===== src/design/gdic_pkg.sv =====
// Constants, timing helpers and state encoding for the gate driver host controller
// Function
// Driver drops input pulses under 40 ns
// Both PWM inputs high force gate low
// Route complementary PWM to inverting input
// Never float inputs; unused inverting input low
// Reset/enable low keeps driver outputs disabled
// Long low reset/enable soft-disables driver sink
// Overcurrent latches fault flag and gate low
// Driver ignores reset during fault mute interval
// Hold reset low filter time after mute
// Fault clears on reset/enable rising edge
// Auto reset: PWM off-time exceeds filter time
// Fault and power-good are open-drain outputs
package gdic_pkg;

	localparam int CLK_MHZ = 250;
	localparam int DEGLITCH_NS = 40;
	// Mute and filter figures are not fixed here; plain defaults, override at the top
	localparam int FAULT_MUTE_NS_DEF = 1000;
	localparam int CLEAR_FILTER_NS_DEF = 1000;
	localparam int RELEASE_WAIT_NS = 2000;
	// Extra cycles cover the pin synchroniser lag and edge uncertainty
	localparam int MARGIN_CYC = 4;
	localparam int CNT_W_DEF = 16;
	localparam int SYNC_STAGES = 3;

	typedef enum logic [4:0] {
		ST_OFF = 5'h01,
		ST_RUN = 5'h02,
		ST_FAULT = 5'h04,
		ST_CLEAR = 5'h08,
		ST_RELEASE = 5'h10
	} gdic_state_t;

	// Least time: rounds up, never below one cycle
	function automatic int ns_to_cyc_ceil(input int ns);
		int c;
		c = (ns * CLK_MHZ + 999) / 1000;
		return (c < 1) ? 1 : c;
	endfunction

	// Longest time: rounds down, never below one cycle
	function automatic int ns_to_cyc_floor(input int ns);
		int c;
		c = (ns * CLK_MHZ) / 1000;
		return (c < 1) ? 1 : c;
	endfunction

endpackage


===== src/design/gdic_sync.sv =====
// Three-stage pin synchroniser whose output moves once stages two and three agree
`timescale 1ns/1ps
`default_nettype none
module gdic_sync #(
	parameter int W = 2,
	parameter logic [W-1:0] RST_VAL = '0
) (
	input wire logic sys_clk_in,
	input wire logic rst_in,
	input wire logic [W-1:0] pin_in,
	output logic [W-1:0] level_out
);

	logic [W-1:0] s1_reg;
	logic [W-1:0] s2_reg;
	logic [W-1:0] s3_reg;
	logic [W-1:0] level_next;
	integer i;

	always_comb begin
		level_next = level_out;
		for (i = 0; i < W; i++) begin
			if (s2_reg[i] == s3_reg[i]) begin
				level_next[i] = s3_reg[i];
			end
		end
	end

	always_ff @(posedge sys_clk_in) begin
		if (rst_in) begin
			s1_reg <= RST_VAL;
			s2_reg <= RST_VAL;
			s3_reg <= RST_VAL;
			level_out <= RST_VAL;
		end else begin
			s1_reg <= pin_in;
			s2_reg <= s1_reg;
			s3_reg <= s2_reg;
			level_out <= level_next;
		end
	end

endmodule
`default_nettype wire


===== src/design/gdic_host.sv =====
// Host controller driving the isolated gate driver PWM and reset/enable pins and reading its fault and power-good pins
`timescale 1ns/1ps
`default_nettype none
module gdic_host #(
	parameter int FAULT_MUTE_NS = gdic_pkg::FAULT_MUTE_NS_DEF,
	parameter int CLEAR_FILTER_NS = gdic_pkg::CLEAR_FILTER_NS_DEF,
	parameter int CNT_W = gdic_pkg::CNT_W_DEF
) (
	input wire logic sys_clk_in,
	input wire logic rst_in,
	input wire logic enable_in,
	input wire logic pwm_this_in,
	input wire logic pwm_comp_in,
	input wire logic use_interlock_in,
	input wire logic auto_reset_in,
	input wire logic auto_clear_in,
	input wire logic clear_req_in,
	input wire logic fault_indicator_n_in,
	input wire logic power_good_in,
	output logic pwm_noninv_out,
	output logic pwm_inv_out,
	output logic rst_en_out,
	output logic fault_out,
	output logic fault_event_out,
	output logic clear_busy_out,
	output logic clear_timeout_out,
	output logic ready_out
);

	localparam int MUTE_CYC = gdic_pkg::ns_to_cyc_ceil(FAULT_MUTE_NS);
	localparam int FILT_CYC = gdic_pkg::ns_to_cyc_ceil(CLEAR_FILTER_NS);
	localparam int DEGL_CYC = gdic_pkg::ns_to_cyc_ceil(gdic_pkg::DEGLITCH_NS);
	localparam int HOLD_CYC = MUTE_CYC + FILT_CYC + gdic_pkg::MARGIN_CYC;
	localparam int REL_CYC = gdic_pkg::ns_to_cyc_floor(gdic_pkg::RELEASE_WAIT_NS);
	localparam int MIN_PW_CYC = DEGL_CYC + gdic_pkg::MARGIN_CYC;
	localparam int MIN_OFF_AUTO_CYC = FILT_CYC + gdic_pkg::MARGIN_CYC;
	localparam logic [CNT_W-1:0] CNT_MAX = '1;
	localparam logic [CNT_W-1:0] HOLD_LOAD = CNT_W'(HOLD_CYC - 1);
	localparam logic [CNT_W-1:0] REL_LOAD = CNT_W'(REL_CYC - 1);
	localparam logic [CNT_W-1:0] MIN_PW_M1 = CNT_W'(MIN_PW_CYC - 1);
	localparam logic [CNT_W-1:0] MIN_OFF_AUTO_M1 = CNT_W'(MIN_OFF_AUTO_CYC - 1);
	localparam logic [1:0] SYNC_RST = 2'h1;

	generate
		if (HOLD_CYC >= (1 << CNT_W) || REL_CYC >= (1 << CNT_W) || CNT_W > 30) begin : g_chk
			$error("gdic_host: CNT_W too narrow for the configured timing");
		end
	endgenerate

	// Local names for the package's state codes; nothing is imported
	localparam gdic_pkg::gdic_state_t ST_OFF = gdic_pkg::ST_OFF;
	localparam gdic_pkg::gdic_state_t ST_RUN = gdic_pkg::ST_RUN;
	localparam gdic_pkg::gdic_state_t ST_FAULT = gdic_pkg::ST_FAULT;
	localparam gdic_pkg::gdic_state_t ST_CLEAR = gdic_pkg::ST_CLEAR;
	localparam gdic_pkg::gdic_state_t ST_RELEASE = gdic_pkg::ST_RELEASE;

	gdic_pkg::gdic_state_t state_reg, state_next;
	logic [CNT_W-1:0] tmr_reg, tmr_next;
	logic [CNT_W-1:0] pw_cnt_reg, pw_cnt_next;
	logic [CNT_W-1:0] low_cnt_reg, low_cnt_next;
	logic noninv_next, inv_next, rst_en_next;
	logic fault_next, event_next, busy_next, timeout_next;
	logic [1:0] pins_sync;
	logic fault_seen;
	logic min_off_met;
	logic min_on_met;

	// Open-drain pins arrive pulled up when released; fault seen while low
	gdic_sync #(.W(2), .RST_VAL(SYNC_RST)) u_sync (
		.sys_clk_in(sys_clk_in),
		.rst_in(rst_in),
		.pin_in({power_good_in, fault_indicator_n_in}),
		.level_out(pins_sync)
	);

	assign fault_seen = ~pins_sync[0];
	// Short pulses would be eaten by the driver filter, so each non-inverting level is stretched while in run
	assign min_on_met = (pw_cnt_reg >= MIN_PW_M1);
	assign min_off_met = auto_reset_in ? (pw_cnt_reg >= MIN_OFF_AUTO_M1) : min_on_met;

	always_comb begin
		state_next = state_reg;
		tmr_next = tmr_reg;
		fault_next = fault_out;
		event_next = 1'b0;
		timeout_next = 1'b0;
		case (state_reg)
			ST_OFF: begin
				if (fault_seen) begin
					state_next = ST_FAULT;
					fault_next = 1'b1;
					event_next = 1'b1;
				end else if (enable_in) begin
					state_next = ST_RUN;
				end
			end
			ST_RUN: begin
				if (fault_seen) begin
					state_next = ST_FAULT;
					fault_next = 1'b1;
					event_next = 1'b1;
				end else if (!enable_in) begin
					state_next = ST_OFF;
				end
			end
			ST_FAULT: begin
				if (clear_req_in || auto_clear_in) begin
					state_next = ST_CLEAR;
					tmr_next = HOLD_LOAD;
				end
			end
			ST_CLEAR: begin
				// Low through mute plus filter; earlier edges would be ignored by the driver
				if (tmr_reg == '0) begin
					state_next = ST_RELEASE;
					tmr_next = REL_LOAD;
				end else begin
					tmr_next = tmr_reg - 1'b1;
				end
			end
			ST_RELEASE: begin
				if (!fault_seen) begin
					state_next = enable_in ? ST_RUN : ST_OFF;
					fault_next = 1'b0;
				end else if (tmr_reg == '0) begin
					state_next = ST_FAULT;
					timeout_next = 1'b1;
				end else begin
					tmr_next = tmr_reg - 1'b1;
				end
			end
			default: begin
				state_next = ST_OFF;
				tmr_next = '0;
			end
		endcase
		busy_next = (state_next == ST_CLEAR) || (state_next == ST_RELEASE);
	end

	always_comb begin
		noninv_next = pwm_noninv_out;
		inv_next = 1'b0;
		if (state_next != ST_RUN) begin
			// Leaving run drops the gate command at once; safety beats pulse width here
			noninv_next = 1'b0;
		end else if (pwm_this_in && !pwm_noninv_out && min_off_met) begin
			noninv_next = 1'b1;
		end else if (!pwm_this_in && pwm_noninv_out && min_on_met) begin
			noninv_next = 1'b0;
		end
		if (state_next == ST_RUN && use_interlock_in) begin
			inv_next = pwm_comp_in;
		end
		// Unused inverting input is held low, never left to float
		if (!use_interlock_in) begin
			inv_next = 1'b0;
		end
		case (state_next)
			ST_RUN: rst_en_next = auto_reset_in ? noninv_next : 1'b1;
			ST_FAULT: rst_en_next = 1'b1;
			ST_RELEASE: rst_en_next = 1'b1;
			ST_CLEAR: rst_en_next = 1'b0;
			ST_OFF: rst_en_next = 1'b0;
			default: rst_en_next = 1'b0;
		endcase
		if (noninv_next != pwm_noninv_out) begin
			pw_cnt_next = '0;
		end else begin
			pw_cnt_next = (pw_cnt_reg == CNT_MAX) ? pw_cnt_reg : pw_cnt_reg + 1'b1;
		end
		if (rst_en_next) begin
			low_cnt_next = '0;
		end else begin
			low_cnt_next = (low_cnt_reg == CNT_MAX) ? low_cnt_reg : low_cnt_reg + 1'b1;
		end
	end

	always_ff @(posedge sys_clk_in) begin
		if (rst_in) begin
			state_reg <= ST_OFF;
			tmr_reg <= '0;
			pw_cnt_reg <= '0;
			low_cnt_reg <= '0;
			pwm_noninv_out <= 1'b0;
			pwm_inv_out <= 1'b0;
			rst_en_out <= 1'b0;
			fault_out <= 1'b0;
			fault_event_out <= 1'b0;
			clear_busy_out <= 1'b0;
			clear_timeout_out <= 1'b0;
			ready_out <= 1'b0;
		end else begin
			state_reg <= state_next;
			tmr_reg <= tmr_next;
			pw_cnt_reg <= pw_cnt_next;
			low_cnt_reg <= low_cnt_next;
			pwm_noninv_out <= noninv_next;
			pwm_inv_out <= inv_next;
			rst_en_out <= rst_en_next;
			fault_out <= fault_next;
			fault_event_out <= event_next;
			clear_busy_out <= busy_next;
			clear_timeout_out <= timeout_next;
			ready_out <= pins_sync[1];
		end
	end
endmodule
`default_nettype wire


===== config.mk =====
export PLATFORM = sky130hd
export DESIGN_NAME = gdic_host
export DESIGN_NICKNAME = d
export VERILOG_FILES = /design/src/design/gdic_pkg.sv /design/src/design/gdic_sync.sv /design/src/design/gdic_host.sv
export SDC_FILE = /design/constraint.sdc
export NUM_CORES = 1
export LEC_CHECK = 0
export BUFFER_PORTS_ARGS = -buffer_cell sky130_fd_sc_hd__buf_4
export CORE_UTILIZATION = 49
export CTS_CLUSTER_SIZE = 20
export DETAILED_ROUTE_END_ITERATION = 8
export GPL_TIMING_DRIVEN = 1
export PLACE_DENSITY = 0.75
export SYNTH_ARGS = -nofsm -noshare
export SYNTH_HDL_FRONTEND = slang
export SYNTH_SLANG_ARGS = --single-unit

===== constraint.sdc =====
create_clock -name sys_clk_in -period 6.01 [get_ports sys_clk_in]
set_input_delay 1.202 -clock sys_clk_in [delete_from_list [all_inputs] [get_ports sys_clk_in]]
set_output_delay 1.202 -clock sys_clk_in [all_outputs]
set_load 0.005 [all_outputs]

Word-level counts from Yosys, hierarchy flattened
Index checks and enable logic that the tools add are counted.
Storage, ports and cells
  flip-flop bits (word level): 53
  input port bits: 11
  output and inout bits: 8
  logic and storage cells: 88
Cells by class
  $add $sub $neg: 2
  magnitude comparators: 2
  eq/ne operators: 19
  mux-type cells: 26
  bitwise gates (word level): 4
  reductions and logical operators: 19
Operators by type and width (count)
  16-bit two-way mux: 4
  16-bit case mux with 4 select lines: 1
  5-bit two-way mux: 8
  5-bit case mux with 5 select lines: 1
  16-bit by 1-bit adder with 16-bit output, second input constant: 1
  16-bit equality test, second input constant: 1
  16-bit by 4-bit greater-or-equal comparator with 1-bit output, second input constant: 1
  16-bit by 8-bit greater-or-equal comparator with 1-bit output, second input constant: 1
  16-bit logical NOT: 1
  16-bit by 1-bit subtractor with 16-bit output, second input constant: 1
  5-bit by 2-bit equality test with 1-bit output, second input constant: 2
  5-bit by 3-bit equality test with 1-bit output, second input constant: 2
  5-bit by 4-bit equality test with 1-bit output, second input constant: 2
  5-bit equality test, second input constant: 2
  1-bit two-way mux: 9
  2-bit inequality test, second input constant: 4
  2-bit OR reduction: 4
  3-bit OR reduction: 2
  5-bit by 1-bit equality test with 1-bit output, second input constant: 1
  1-bit logical AND: 5
  5-bit by 2-bit inequality test with 1-bit output, second input constant: 1
  1-bit NOT: 4
  1-bit case mux with 2 select lines: 2
  4-bit AND reduction: 1
  other kinds (8): 11

Logic depth before layout (Yosys ltp)
Gate-level depths: netlist of run 1.
  depth after elaboration: 8
  gate-level depth with buffers: 10
  depth with buffers taken out: 9

Modules after synthesis
A second synthesis of run 1 with hierarchy kept.
Second synthesis, totals
  cells, all modules: 307
  area, all modules: 2670.1 µm²
By module, submodules not included
  gdic_host: times used 1, cells each 287, area each 2442.3 µm², sequential area each 900.9 µm²
  gdic_sync: times used 1, cells each 20, area each 227.7 µm², sequential area each 160.2 µm²

Least setup slack after synthesis of run 1
Ideal clock, no wire load.
  kind: input to register
  from: in enable_in
  to: reg pw_cnt_reg[15]
  setup time: 0.070 ns
  data arrival time: 2.458 ns
  data required time: 5.940 ns
  slack: 3.482 ns
  cell stages on the path: 7
  buffers on the path: 2
  cell sequence: and4_1 o21ai_1 o31a_1 or3_1 buf_2 buf_2 a21oi_1
Between the ends
  longest elaborated chain between the ends: 7
  elaborated cells between the ends (all ways): 11
  classes of those cells: 2 x eq/ne; 8 x mux; 1 x reduce/logical
RTL lines
  from (decl): line gdic_host.sv:11  | input wire logic enable_in,
  2-bit two-way mux (tied with other cells): line gdic_host.sv:123  | state_next = enable_in ? ST_RUN : ST_OFF;
  5-bit two-way mux, on equally long branches: line gdic_host.sv:122, gdic_host.sv:89, gdic_host.sv:98
  5-bit case mux with 5 select lines *: line gdic_host.sv:87  | case (state_reg)
  5-bit by 2-bit inequality test with 1-bit output *: line gdic_host.sv:143  | if (state_next != ST_RUN) begin
  1-bit two-way mux *: line gdic_host.sv:143
  1-bit inequality test *: line gdic_host.sv:166  | if (noninv_next != pwm_noninv_out) begin
  2-bit OR reduction (no source line) *
  to (signal assigned): line gdic_host.sv:195  | pw_cnt_reg <= pw_cnt_next;
  to (decl): line gdic_host.sv:59  | logic [CNT_W-1:0] pw_cnt_reg, pw_cnt_next;
Mark *: on every way between the ends. The rest lies on a longest branch, timed or not.
A chain may end at the register's enable or synchronous reset.

Worst setup path after layout of run 1
  from: in clear_req_in
  to: reg tmr_reg[2]
Between the ends
  longest elaborated chain between the ends: 3
RTL lines
  from (decl): line gdic_host.sv:17  | input wire logic clear_req_in,
  1-bit logical OR: line gdic_host.sv:107  | if (clear_req_in || auto_clear_in) begin
  2-bit inequality test (no source line)
  4-bit AND reduction (no source line)
  to (signal assigned): line gdic_host.sv:194  | tmr_reg <= tmr_next;
  to (decl): line gdic_host.sv:58  | logic [CNT_W-1:0] tmr_reg, tmr_next;
Every way passes these cells.

==> results, run 1 <==
- The flow ran to the end, and the final reports show no timing, DRC or antenna violations.
- The mean routed wirelength per cell is around 13 um.
- The pre-CTS worst setup slack is about 3.2 ns.
- The count of routing violations after the opening detailed-route iteration is 93.
- For the worst setup path, the data required time is between 6 and 7 ns.
- The worst-margin pin slew is 0.706 ns.
- Counting instances, the worst hold path has a depth of 1.
- The number of H-tree branching levels is 2.
- The worst-case headroom to the max-slew limit is about 53%.
- The net switching fraction of the power is between 20 and 30%.
- In the final routing, the length of wire on met1 measures approximately 2.6 mm.
- The floorplan step set the die height to 75.1 um.
- After detailed routing, no signal wire sits above met4.
- The final worst setup slack is around 3.5 ns.
- The TritonCTS buffer count is 5.
- In the synthesized netlist, the number of instances is 316.
- The total global routing track utilization is 20.0%.
- The path with the worst hold slack has its endpoint at u_sync.s2_reg[0].
- Of the total power, the clock network draws a little under a third.
- The number of top-level pins is 19.
- The count of nets left with antenna violations once routing finished came out at 0.
- The start point of the worst min-delay path is u_sync.s1_reg[0].
- Derived from the worst setup path, the maximum achievable clock frequency is about 390 MHz.
- The routed length on met3 is approximately 150 um.
- The critical path class is input pin to register.
- TritonCTS built the clock tree.
- STA classifies the critical path endpoint as a register.
- The sequential share of power is a little under half.
- The first global-routing pass estimated between 8 and 9 mm of wire.
- The clock transition at the registers of the reported paths is ~0.10 ns.
- The die footprint is roughly 5600 um^2.
- The final critical-path share of the clock period is between 40% and 50%.
- The sum of overflow across all layers after global routing is 0.
- The static leakage is roughly 1.1 nW.
- The routed layout has ~2200 vias.
- The time the worst path needs with I/O delays and setup is ~2.5 ns.
- The tree is rooted in a clkbuf_8.
- The area of the mapped netlist is between 2000 and 3000 um^2.
- The core region is approximately 5000 um^2.
- The mean post-synth cell area is around 8.3 um^2.
- The internal cell power is a little under 600 uW.
- The number of antenna cells inserted is 0.
- The fraction of registers with async set/reset is 0%.
- The overall power consumption is 837 uW.
- CTS saw 53 sinks.
- The number of synthesized flops with an enable pin is 0.
- The nature of the critical path startpoint is an input pin.
- For this design, the slowest cell found on the critical path is nor2_1.
- The largest fanout on the critical path is 11.
- Once the floorplan was initialized, standard cells occupied approximately 51% of the core.
- Fill cells in the final layout number around 460.
- The via count of the first global-routing pass is about 1900.
- The area used by sequential logic in the layout is ~1100 um^2.
- For this run, the detailed router's first-pass iteration total came to 4.
- The number of antenna violations at the first check in global routing is 0.
- In the detailed route, the total length drawn on met2 is between 2 and 2.5 mm.
- The worst supply voltage drop on vdd is about 0.15 mV.
- In this run the power density over the cells is 290 nW/um^2.
- Summed over all failing endpoints, the final setup total negative slack is 0 ns.
- The data arrival time of the critical path is around 2.8 ns.
- The min-delay analysis places its worst path in the category register to register.
- The wire length reported by the detailed router is 5.22 mm.
- The flop-to-flop setup slack is 3.47 ns.
- The largest single stage delay on the critical path is around 0.58 ns.
- The clock reaches the later pin of the worst-skew pair after approximately 0.31 ns.
- Counting every net in the synthesized netlist gives around 330.
- The floorplan row count is 26.
- For this design, the CTS-stage hold fixing added 0 buffers.
- Setup repair after global routing left no endpoint under its margin.
- The count of endpoints failing setup in the final report is 0.
- The share of the Yosys chip area taken by registers is 40.6%.
- Measured along the x axis, the die boundary spans about 75 um.
- The signal on the critical path passes through buf_4 -> nor4_2 -> nor2_1 -> nand2_4 -> or3_2 -> o21ai_0.
- Gates resized during post-CTS repair numbered 0.
- Once detailed placement completed, the half-perimeter wirelength came to ~3.6 mm.
- Entering global routing, the biggest net connects 28 pins.
- The post-layout net count is ~340.
- The fraction of layout instances using a drive strength above 1 is a little under an eighth.
- The endpoint identified for the worst register-to-register timing path is tmr_reg[5].
- Across the run, the number of max-cap violations was 0.
- The netlist uses 50 different library cells.
- Per report_power, the combinational group accounts for 23.0% of the total.
- The final-report hold violation count came to 0.
- The multi-input combinational cells in the finished layout cover a total of roughly 1500 um^2.
- Dividing the detail-routed via count by the number of cells gives ~5.5.
- In this run the tool buffered the top-level ports with 18 buffer cells.
- The number of warning messages in the yosys log is 0.
- The cell depth of the worst flop-to-flop path is 8.
- The number of DRC violations after detailed routing is 0.
- The congestion estimate from routability-driven global placement came to between 0.8 and 0.9.
- Relative to the synthesized area, the layout overhead comes to 10.5%.
- The post-CTS repair timing setup buffer count is 0.
- The worst register-to-register path begins at tmr_reg[1].
- The maximum buffer depth of the clock tree is 2.
- The most common flop cell mapped by yosys is dfxtp_1.
- The number of slew-limit violations in the final report is 0.
- Synthesis inferred 53 register bits.
- For this design the total switching power over the nets is approximately 250 uW.
- The largest clock skew in the final design is between 0.01 and 0.015 ns.
[cells in the mapped netlist, types with 6 or more instances]
cell	number	share of area [%]
dfxtp_1	53	41
nor2_1	51	7.3
nand2_1	19	2.7
o21ai_0	17	3.3
nor3_1	16	3.1
a21oi_1	15	2.9
xor2_1	15	5.0
clkbuf_1	9	1.3
a31oi_1	7	1.7
inv_1	7	1.0
nand3_1	7	1.3
nor4_1	7	1.7
xnor2_1	7	2.3
nor2b_1	6	1.4
[power by group through the flow]
stage	Combinational (mW)	Sequential (mW)	Clock (mW)
2_1_floorplan	0.167	0.393	0
3_3_place_gp	0.188	0.399	0
3_5_place_dp	0.189	0.399	0
4_1_cts	0.191	0.391	0.263
5_1_grt	0.215	0.395	0.276
6_report	0.192	0.391	0.254
[cell type report]
class                   instances  area share (%)
clock buffers                   6            2.86
repair buffers                 18            4.68
flip-flops and latches         53            36.7
well taps                      70            3.03
clock inverters                 2            1.30
inverters                       8            1.04
multi-input cells             241            50.4
[layout by cell type, fill, tap and decap left out, types with 3 or more instances in the layout]
master and count:
nor2_1 51, or2_2 5, or4_1 5, clkbuf_8 6
and2_1 3, xor2_1 15, nor2b_1 6, a21oi_1 15
nor3_1 16, dfxtp_1 53, o21ai_0 17, a31oi_1 7
buf_4 18, nor4_1 7, or3_1 5, nand2_1 19
and4_1 3, and3_1 5, nand3b_1 5, nand3_1 7
inv_1 7, ha_1 4, xnor2_1 7, nand4b_1 5
nand4_1 5
[metal layers]
layer	track usage, %	vias up
met2	32.2	27
met4	9.64	0
li1	-	1142
met3	5.09	6
met5	0	-
met1	25.0	1009
[cell families after synthesis]
logic type                 Yosys count  share of synthesized area [%]
adders and majority gates            4                           1.91
AOI/OAI and AO/OA                   57                           13.7
and+or+nand+nor                    158                           32.7
buffers and inverters               22                           3.73
xor gates and xnor gates            22                           7.37
DFF                                 53                           40.6
[worst max-delay path: cells and delay by family]
kind	cells	cell delay, ns
buffers and inverters	1	0.09
AOI/OAI and AO/OA	1	0.18
and+or+nand+nor	4	1.32
[worst max path at each step]
stage,from,to,slack (ns)
CTS,tmr_reg[0],tmr_reg[5],3.47
global placement,auto_clear_in,tmr_reg[6],3.18
global route,clear_req_in,tmr_reg[2],3.29
floorplan,enable_in,pw_cnt_reg[15],3.48
detailed placement,enable_in,pw_cnt_reg[2],3.15
finish,clear_req_in,tmr_reg[2],3.46
[stage by stage]
step	hold slack (ns)	std cells	utilization [%]	cell area [um^2]
after detailed placement	0.403	390	54.2	2770
after floorplan	0.389	316	-	2620
after global placement	0.398	390	54.2	2770
after global routing	0.430	398	56.6	2890
after CTS	0.425	398	56.6	2890
final	0.422	398	56.6	2890
Note: power is estimated with default switching activity, not from simulation.
==> inputs of run 2 (changes only) <==
==> constraint.sdc (replaced) <==
create_clock -name sys_clk_in -period 2.4 [get_ports sys_clk_in]
set_input_delay 0.48 -clock sys_clk_in [delete_from_list [all_inputs] [get_ports sys_clk_in]]
set_output_delay 0.48 -clock sys_clk_in [all_outputs]
set_load 0.005 [all_outputs]
==> run 2 against run 1 <==
Against the previous run: final cell count increased by 3.3%; via count rose by 4.1%; largest power group unchanged; critical path depth up 1; global-route usage rose by 1.0 points; worst setup slack lost 3.3 ns; sequential share of layout area decreased by 1.4 points; non-clock buffer count is 13 higher.
==> results, run 2 (synthesis gave the netlist of run 1 again) <==
- The flow ran to the end, and the final reports show no timing, DRC or antenna violations.
- The TritonCTS buffer count is 5 (unchanged).
- The most critical setup path has its startpoint at tmr_reg[6].
- The core area is 5110 um^2 (unchanged).
- The growth of design area from synthesis to finish is 15.2%.
- The cell depth of the worst flop-to-flop path is 7 (-1).
- The signal on the critical path passes through or4_1 -> nor4_4 -> o21ai_4 -> nand2_4 -> or3_2 -> inv_2 -> a32o_1.
- The final estimated routing congestion in global placement is 0.873 (+2.5%).
- The fraction of layout instances using a drive strength above 1 is 16.7% (+5.1 points).
- The wire length reported by the detailed router was 5.45 mm (+4.4%).
- The total instance count after detailed placement is 403 (+3.3%).
- The number of cells on the worst hold path was 2 (+1).
- The largest net degree at the start of global routing is 28 (unchanged).
- The met2 demand-to-capacity share in global routing came to 36.4% (+4.2 points).
- The final standard cell count with taps included and fillers excluded is 411 (+3.3%).
- The static leakage is 1.15 nW (+6.6%).
- The cell family contributing the most delay on the critical path is simple AND/OR/NAND/NOR gates.
- The number of filler instances in the final layout is 471 (+1.7%).
- In this run the most critical hold path is launched from fault_indicator_n_in.
- The critical path buffer and inverter count is 1 (unchanged).
- The maximum buffer depth of the clock tree is 2 (unchanged).
- The worst hold path endpoint is u_sync.s1_reg[0].
- The number of max-cap violations is 0 (unchanged).
- The clock net sink count is 53 (unchanged).
- The number of antenna violations at the first check in global routing is 0 (unchanged).
- The TritonCTS clock tree is built.
- The starting density of the core is 51.2% (unchanged).
- The data arrival time of the critical path is 2.45 ns (-0.34 ns).
- The sum of overflow across all layers after global routing was 0 (unchanged).
- The library cell used most frequently in the layout, excluding fill and tap cells, is dfxtp_1.
- The final worst setup slack is 0.160 ns (-3.30 ns).
- The floorplan row count is 26 (unchanged).
- The count of buffers inserted at the top-level ports is 18 (unchanged).
- The clock network latency to the later pin of the worst-skew pair was 0.31 ns (about the same).
- The combined area of the multi-input logic cells is 1480 um^2 (+1.8%).
- By startpoint and endpoint, the worst setup path is classified as register to register.
- The largest fanout on the critical path is 10 (-1).
- The number of nets still failing antenna checks after routing is 0 (unchanged).
- The via count of the first global-routing pass was 2021 (+7.4%).
- The number of H-tree branching levels is 2 (unchanged).
- Timing would allow up to about 450 MHz.
- The number of top-level pins is 19 (unchanged).
- The nature of the critical path startpoint is a register.
- The count of endpoints failing setup in the final report is 0 (unchanged).
- The y dimension of the die is 75.1 um (unchanged).
- The startpoint of the worst register-to-register path is tmr_reg[6].
- The met3 layer usage reported by global route is 3.88% (-1.2 points).
- The final-report hold violation count was 0 (unchanged).
- The overall power consumption is 2.12 mW (+150%).
- The count of routing violations after the opening detailed-route iteration came to 159 (+71%).
- The largest clock skew in the final design is 0.00901 ns (-0.00383 ns).
- The post-layout net count was 355 (+3.8%).
- The worst-case headroom to the max-slew limit is 72.8% (+20 points).
- The clock transition at the registers of the reported paths is 0.09 ns (about the same).
- In this run the critical register-to-register path is captured at tmr_reg[6].
- The number of antenna cells inserted is 0 (unchanged).
- The routed via count is 2274 (+4.1%).
- The first-pass detailed-route iteration total is 4 (unchanged).
- The path class of the tightest hold or removal check is input pin to register.
- The routed design could run at a clock period as short as 2.24 ns.
- The die footprint is 5630 um^2 (unchanged).
- The critical path's largest stage delay was 0.65 ns (+0.07 ns).
- The library cells used most frequently in the layout, excluding fill and tap cells, are 52 x dfxtp_1, 51 x nor2_1, 31 x buf_4.
- The number of slew-limit violations in the final report is 0 (unchanged).
- The global-route wire length before repair is 8.82 mm (+3.5%).
- The pre-CTS worst setup slack is -0.00555 ns (-3.16 ns).
- The cell sitting at the root of the clock tree is a clkbuf_8.
- The final critical path takes up ~93% of the cycle.
- The die width is 75.1 um (unchanged).
- The number of DRC violations after detailed routing came to 0 (unchanged).
- The area used by sequential logic in the layout came to 1060 um^2 (+0.12%).
- The detail-routed via count per cell is 5.53 (+0.83%).
- The worst supply voltage drop on vdd is 0.377 mV (+150%).
- The flop-to-flop setup slack is 0.16 ns (-3.31 ns).
- The critical path's slowest cell is or4_1.
- The worst-margin pin slew is 0.407 ns (-0.299 ns).
- The mean routed wirelength per cell was 13.3 um (+1.1%).
- The core occupancy in the finished layout is 59.0% (+2.4 points).
- The final HPWL from detailed placement is 4.05 mm (+12%).
- The total global routing track utilization was 21.0% (+1.0 points).
- The power density over cell area is 704 nW/um^2 (+140%).
- The endpoint class of the critical path is a register.
- The routing layer with the top usage in global route is met2.
- The global routing met1 resource utilization is 25.1% (+0.14 points).
- The required time at the worst-slack endpoint is 2.61 ns (-3.64 ns).
## run 2: layer usage
layer | wire, um | part of all wire [%]
met1 | 2460 | 45
met2 | 2660 | 49
met3 | 222 | 4.1
met4 | 103 | 1.9
met5 | 0 | 0
## run 2: worst max-delay path by stage
stage	to	slack, ns	cells after the start
after detailed placement	tmr_reg[6]	-0.006	9
final	tmr_reg[6]	0.16	7
after CTS	tmr_reg[13]	0.03	8
after floorplan	tmr_reg[6]	0.17	10
after global placement	tmr_reg[6]	0.11	9
after global routing	pw_cnt_reg[2]	-0.007	9
## run 2: power breakdown
part | leakage, nW | switching, mW | internal, mW | total (mW)
registers | 0.431 | 0.0511 | 0.932 | 0.983
logic | 0.658 | 0.293 | 0.222 | 0.516
clock network | 0.0585 | 0.282 | 0.340 | 0.623
## run 2: final cells by class
type | count | share of cell area (%)
Timing Repair Buffer | 31 | 7.73
Inverter | 8 | 0.997
Tap cell | 70 | 2.91
Clock inverter | 1 | 0.997
Multi-Input combinational cell | 241 | 49.2
Clock buffer | 7 | 2.87
Sequential cell | 53 | 35.3
## run 2: timing repair
| action | 4_1_cts | 5_1_grt |
|---|---|---|
| hold endpoints to repair | 0 | 0 |
| resized for setup | 0 | 7 |
| hold buffers | 0 | 0 |
| pin swaps | 1 | 1 |
| endpoints found under the setup margin | 2 | 25 |
| setup buffers | 0 | 0 |
## run 2: through the flow
stage | area [um^2] | hold slack, ns | TNS [ns]
2_1_floorplan | 2620 | 0.389 | 0
3_3_place_gp | 2870 | 0.416 | 0
3_5_place_dp | 2870 | 0.434 | -0.00555
4_1_cts | 2980 | 0.343 | 0
5_1_grt | 3010 | 0.337 | -0.00667
6_report | 3010 | 0.354 | 0
## run 2: worst reg2reg max path, delay by kind of cell (launching register included)
family                 cells  cell delay [ns]
buffers and inverters      1             0.04
AND/OR/NAND/NOR            4             1.38
AO/OA/AOI/OAI              2             0.36
flip-flops                 1             0.36
==> inputs of run 3 (changes only) <==
==> constraint.sdc (replaced) <==
create_clock -name sys_clk_in -period 2.1 [get_ports sys_clk_in]
set_input_delay 0.42 -clock sys_clk_in [delete_from_list [all_inputs] [get_ports sys_clk_in]]
set_output_delay 0.42 -clock sys_clk_in [all_outputs]
set_load 0.005 [all_outputs]
==> run 3 against run 2 <==
Against the previous run: wire length grew 16%; hold slack got worse by 0.053 ns; maximum frequency up 6.9%; sequential power is 14% higher; worst setup slack worse by 0.16 ns; global-route usage up 1.9 points; final cell count rose by 6.8%; utilization up 8.3 points; first-iteration DRC count is 10% lower; critical path depth up 1; critical endpoint is now pw_cnt_reg[6]; largest power group unchanged.
==> results, run 3 (synthesis gave the netlist of run 1 again) <==
- The run finished with clean final reports.
- The number of top-level pins is 19 (unchanged).
- The type of the tightest min-delay check is input pin to register.
- The global-route wire length before repair is 9.83 mm (+11%).
- The final standard cell count with taps included and fillers excluded came to 439 (+6.8%).
- The number of slew-limit violations in the final report came to 0 (unchanged).
- The total instance count after detailed placement is 426 (+5.7%).
- The area growth from synthesis to layout is 31.4%.
- The routed via count is 2518 (+11%).
- The internal cell power came to 1.95 mW (+30%).
- The worst hold path begins at fault_indicator_n_in.
- In the layout the commonest cells are 57 x buf_4, 50 x nor2_1, 46 x dfxtp_1.
- The library cell used most frequently in the layout, excluding fill and tap cells, is buf_4.
- The core area came to 5110 um^2 (unchanged).
- The power density over cell area is 805 nW/um^2 (+14%).
- The mean routed wirelength per cell came to 14.4 um (+8.4%).
- The net switching fraction of the power is 29.5% (about the same).
- The number of max-cap violations was 0 (unchanged).
- The cell depth of the worst flop-to-flop path was 8 (+1).
- The number of filler instances in the final layout is 416 (-12%).
- The switching power total is 817 uW (+30%).
- The via count of the first global-routing pass is 2298 (+14%).
- The first-pass detailed-route iteration total came to 4 (unchanged).
- The final critical-path share of the clock period is 99.8% (+6.5 points).
- The time the worst path needs with I/O delays and setup was 2.10 ns (-0.144 ns).
- The die footprint was 5630 um^2 (unchanged).
- The worst hold path endpoint is u_sync.s1_reg[0].
- The fraction of power consumed by combinational cells is 30.2% (+5.9 points).
- The number of H-tree branching levels is 2 (unchanged).
- The worst-case headroom to the max-slew limit is 73.9% (+1.1 points).
- The TritonCTS clock tree is built.
- The startpoint of the worst register-to-register path is pw_cnt_reg[8].
- The combined area of the multi-input logic cells was 1660 um^2 (+12%).
- The number of antenna violations at the first check in global routing is 0 (unchanged).
- The number of DRC violations after detailed routing came to 0 (unchanged).
- The data arrival time of the critical path came to 2.33 ns (-0.12 ns).
- The count of hold buffers inserted by post-cts repair was 0 (unchanged).
- The fraction of layout instances using a drive strength above 1 is 31.4% (+15 points).
- The wire length reported by the detailed router is 6.31 mm (+16%).
- The clock network latency to the later pin of the worst-skew pair is 0.31 ns (about the same).
- The total global routing track utilization came to 23.0% (+1.9 points).
- The clock net sink count is 53 (unchanged).
- The number of cells on the worst hold path is 2 (unchanged).
- The worst-margin pin slew came to 0.388 ns (-0.0190 ns).
- The clock transition at the registers of the reported paths is 0.10 ns (about the same).
- The number of nets still failing antenna checks after routing came to 0 (unchanged).
- The root cell of the clock tree is clkbuf_8.
- The required time at the worst-slack endpoint is 2.33 ns (-0.28 ns).
- The sequential share of power is 40.4% (-5.9 points).
- The critical path class is register to register.
- STA classifies the critical path startpoint as a register.
- The portion of total power attributed to the clock network is 29.4% (about the same).
- The worst supply voltage drop on vdd is 0.561 mV (+49%).
- The largest net degree at the start of global routing is 28 (unchanged).
- The final estimated routing congestion in global placement is 0.868 (-0.62%).
- The endpoint identified for the worst register-to-register timing path is pw_cnt_reg[6].
- The highest clock frequency the design can meet is 477 MHz (+6.9%).
- The count of routing violations after the opening detailed-route iteration is 143 (-10%).
- The largest fanout on the critical path is 8 (-2).
- The post-layout net count is 383 (+7.9%).
- The detail-routed via count per cell is 5.74 (+3.7%).
- The final-report hold violation count is 0 (unchanged).
- The starting density of the core is 51.2% (unchanged).
- The flop-to-flop setup slack is 0.004 ns (-0.16 ns).
- The count of endpoints failing setup in the final report is 0 (unchanged).
- The sum of overflow across all layers after global routing came to 0 (unchanged).
- The static leakage is 1.35 nW (+18%).
- The largest clock skew in the final design is 0.0108 ns (+0.00179 ns).
- The core occupancy in the finished layout is 67.3% (+8.3 points).
- The number of antenna cells inserted is 0 (unchanged).
- The TritonCTS buffer count is 5 (unchanged).
- The maximum buffer depth of the clock tree is 2 (unchanged).
- Setup repair after global routing could not meet its margin everywhere.
- The floorplan row count is 26 (unchanged).
- The area used by sequential logic in the layout is 1070 um^2 (+0.71%).
- The y dimension of the die is 75.1 um (unchanged).
- The die width is 75.1 um (unchanged).
- The count of buffers inserted at the top-level ports is 18 (unchanged).
- The final HPWL from detailed placement is 4.34 mm (+7.0%).
- The endpoint class of the critical path is a register.
## run 3: cell count changes in the layout (fill, tap and decap cells not counted), moves of 3 or more
cell     previous run  this run
nor3_1             16        13
nor3_2              0         3
dfxtp_2             1         7
inv_2               1         4
nor4_1              7         4
or4_4               0         3
or4_1               5         2
nor4_4              1         4
buf_4              31        57
inv_1               7         4
dfxtp_1            52        46
## run 3: area by class of cell
type	count	area share [%]
clock buffers	5	2.00
repair buffers	59	13.1
clock inverters	3	1.89
inverters	8	0.874
well taps	70	2.55
multi-input cells	241	48.4
flip-flops and latches	53	31.1
## run 3: layer usage
| layer | wire length (um) | track usage [%] | up-vias |
|---|---|---|---|
| met4 | 96 | 10.7 | 0 |
| met5 | 0 | 0 | - |
| met2 | 3190 | 40.2 | 82 |
| li1 | - | - | 1231 |
| met1 | 2740 | 27.3 | 1194 |
| met3 | 280 | 4.02 | 11 |
## run 3: per-stage QoR
step           setup TNS, ns  hold WS, ns  worst slack [ns]  cell area, um^2  total power [mW]
2_1_floorplan              0        0.389           0.00660             2650              1.64
3_3_place_gp         -0.0114        0.401          -0.00271             3070              1.81
3_5_place_dp          -0.246        0.408           -0.0480             3070              1.83
4_1_cts              -0.0758        0.292           -0.0317             3300              2.71
5_1_grt               -0.969        0.283           -0.0882             3440              2.91
6_report                   0        0.302           0.00434             3440              2.77
## run 3: worst max path at each step
stage                       start        endpoint  slack (ns)
floorplan              tmr_reg[0]      tmr_reg[6]       0.007
global placement       tmr_reg[0]     tmr_reg[11]      -0.003
detailed placement  pw_cnt_reg[9]   pw_cnt_reg[4]       -0.05
CTS                    tmr_reg[0]     tmr_reg[15]       -0.03
global route        pw_cnt_reg[8]  pw_cnt_reg[14]       -0.09
finish              pw_cnt_reg[8]   pw_cnt_reg[6]       0.004
## run 3: repair_timing
item,4_1_cts,5_1_grt
gates resized for setup,19,29
setup endpoints to repair,16,33
buffers inserted,3,1
cloned,1,0
pin swaps,10,19
## run 3: power by group through the flow
stage	Sequential (mW)	Combinational (mW)	Clock (mW)
after global placement	1.13	0.682	0
after CTS	1.12	0.767	0.826
after floorplan	1.12	0.512	0
after global routing	1.13	0.903	0.876
after detailed placement	1.14	0.692	0
final	1.12	0.834	0.813
## run 3: worst max-delay path, stage by stage, from the launching register on
cell	delay, ns
dfxtp_2	0.35
nor4_4	0.28
buf_4	0.15
o2111a_1	0.21
a31oi_4	0.11
o31a_1	0.26
or3_4	0.35
buf_6	0.15
nor3_1	0.17
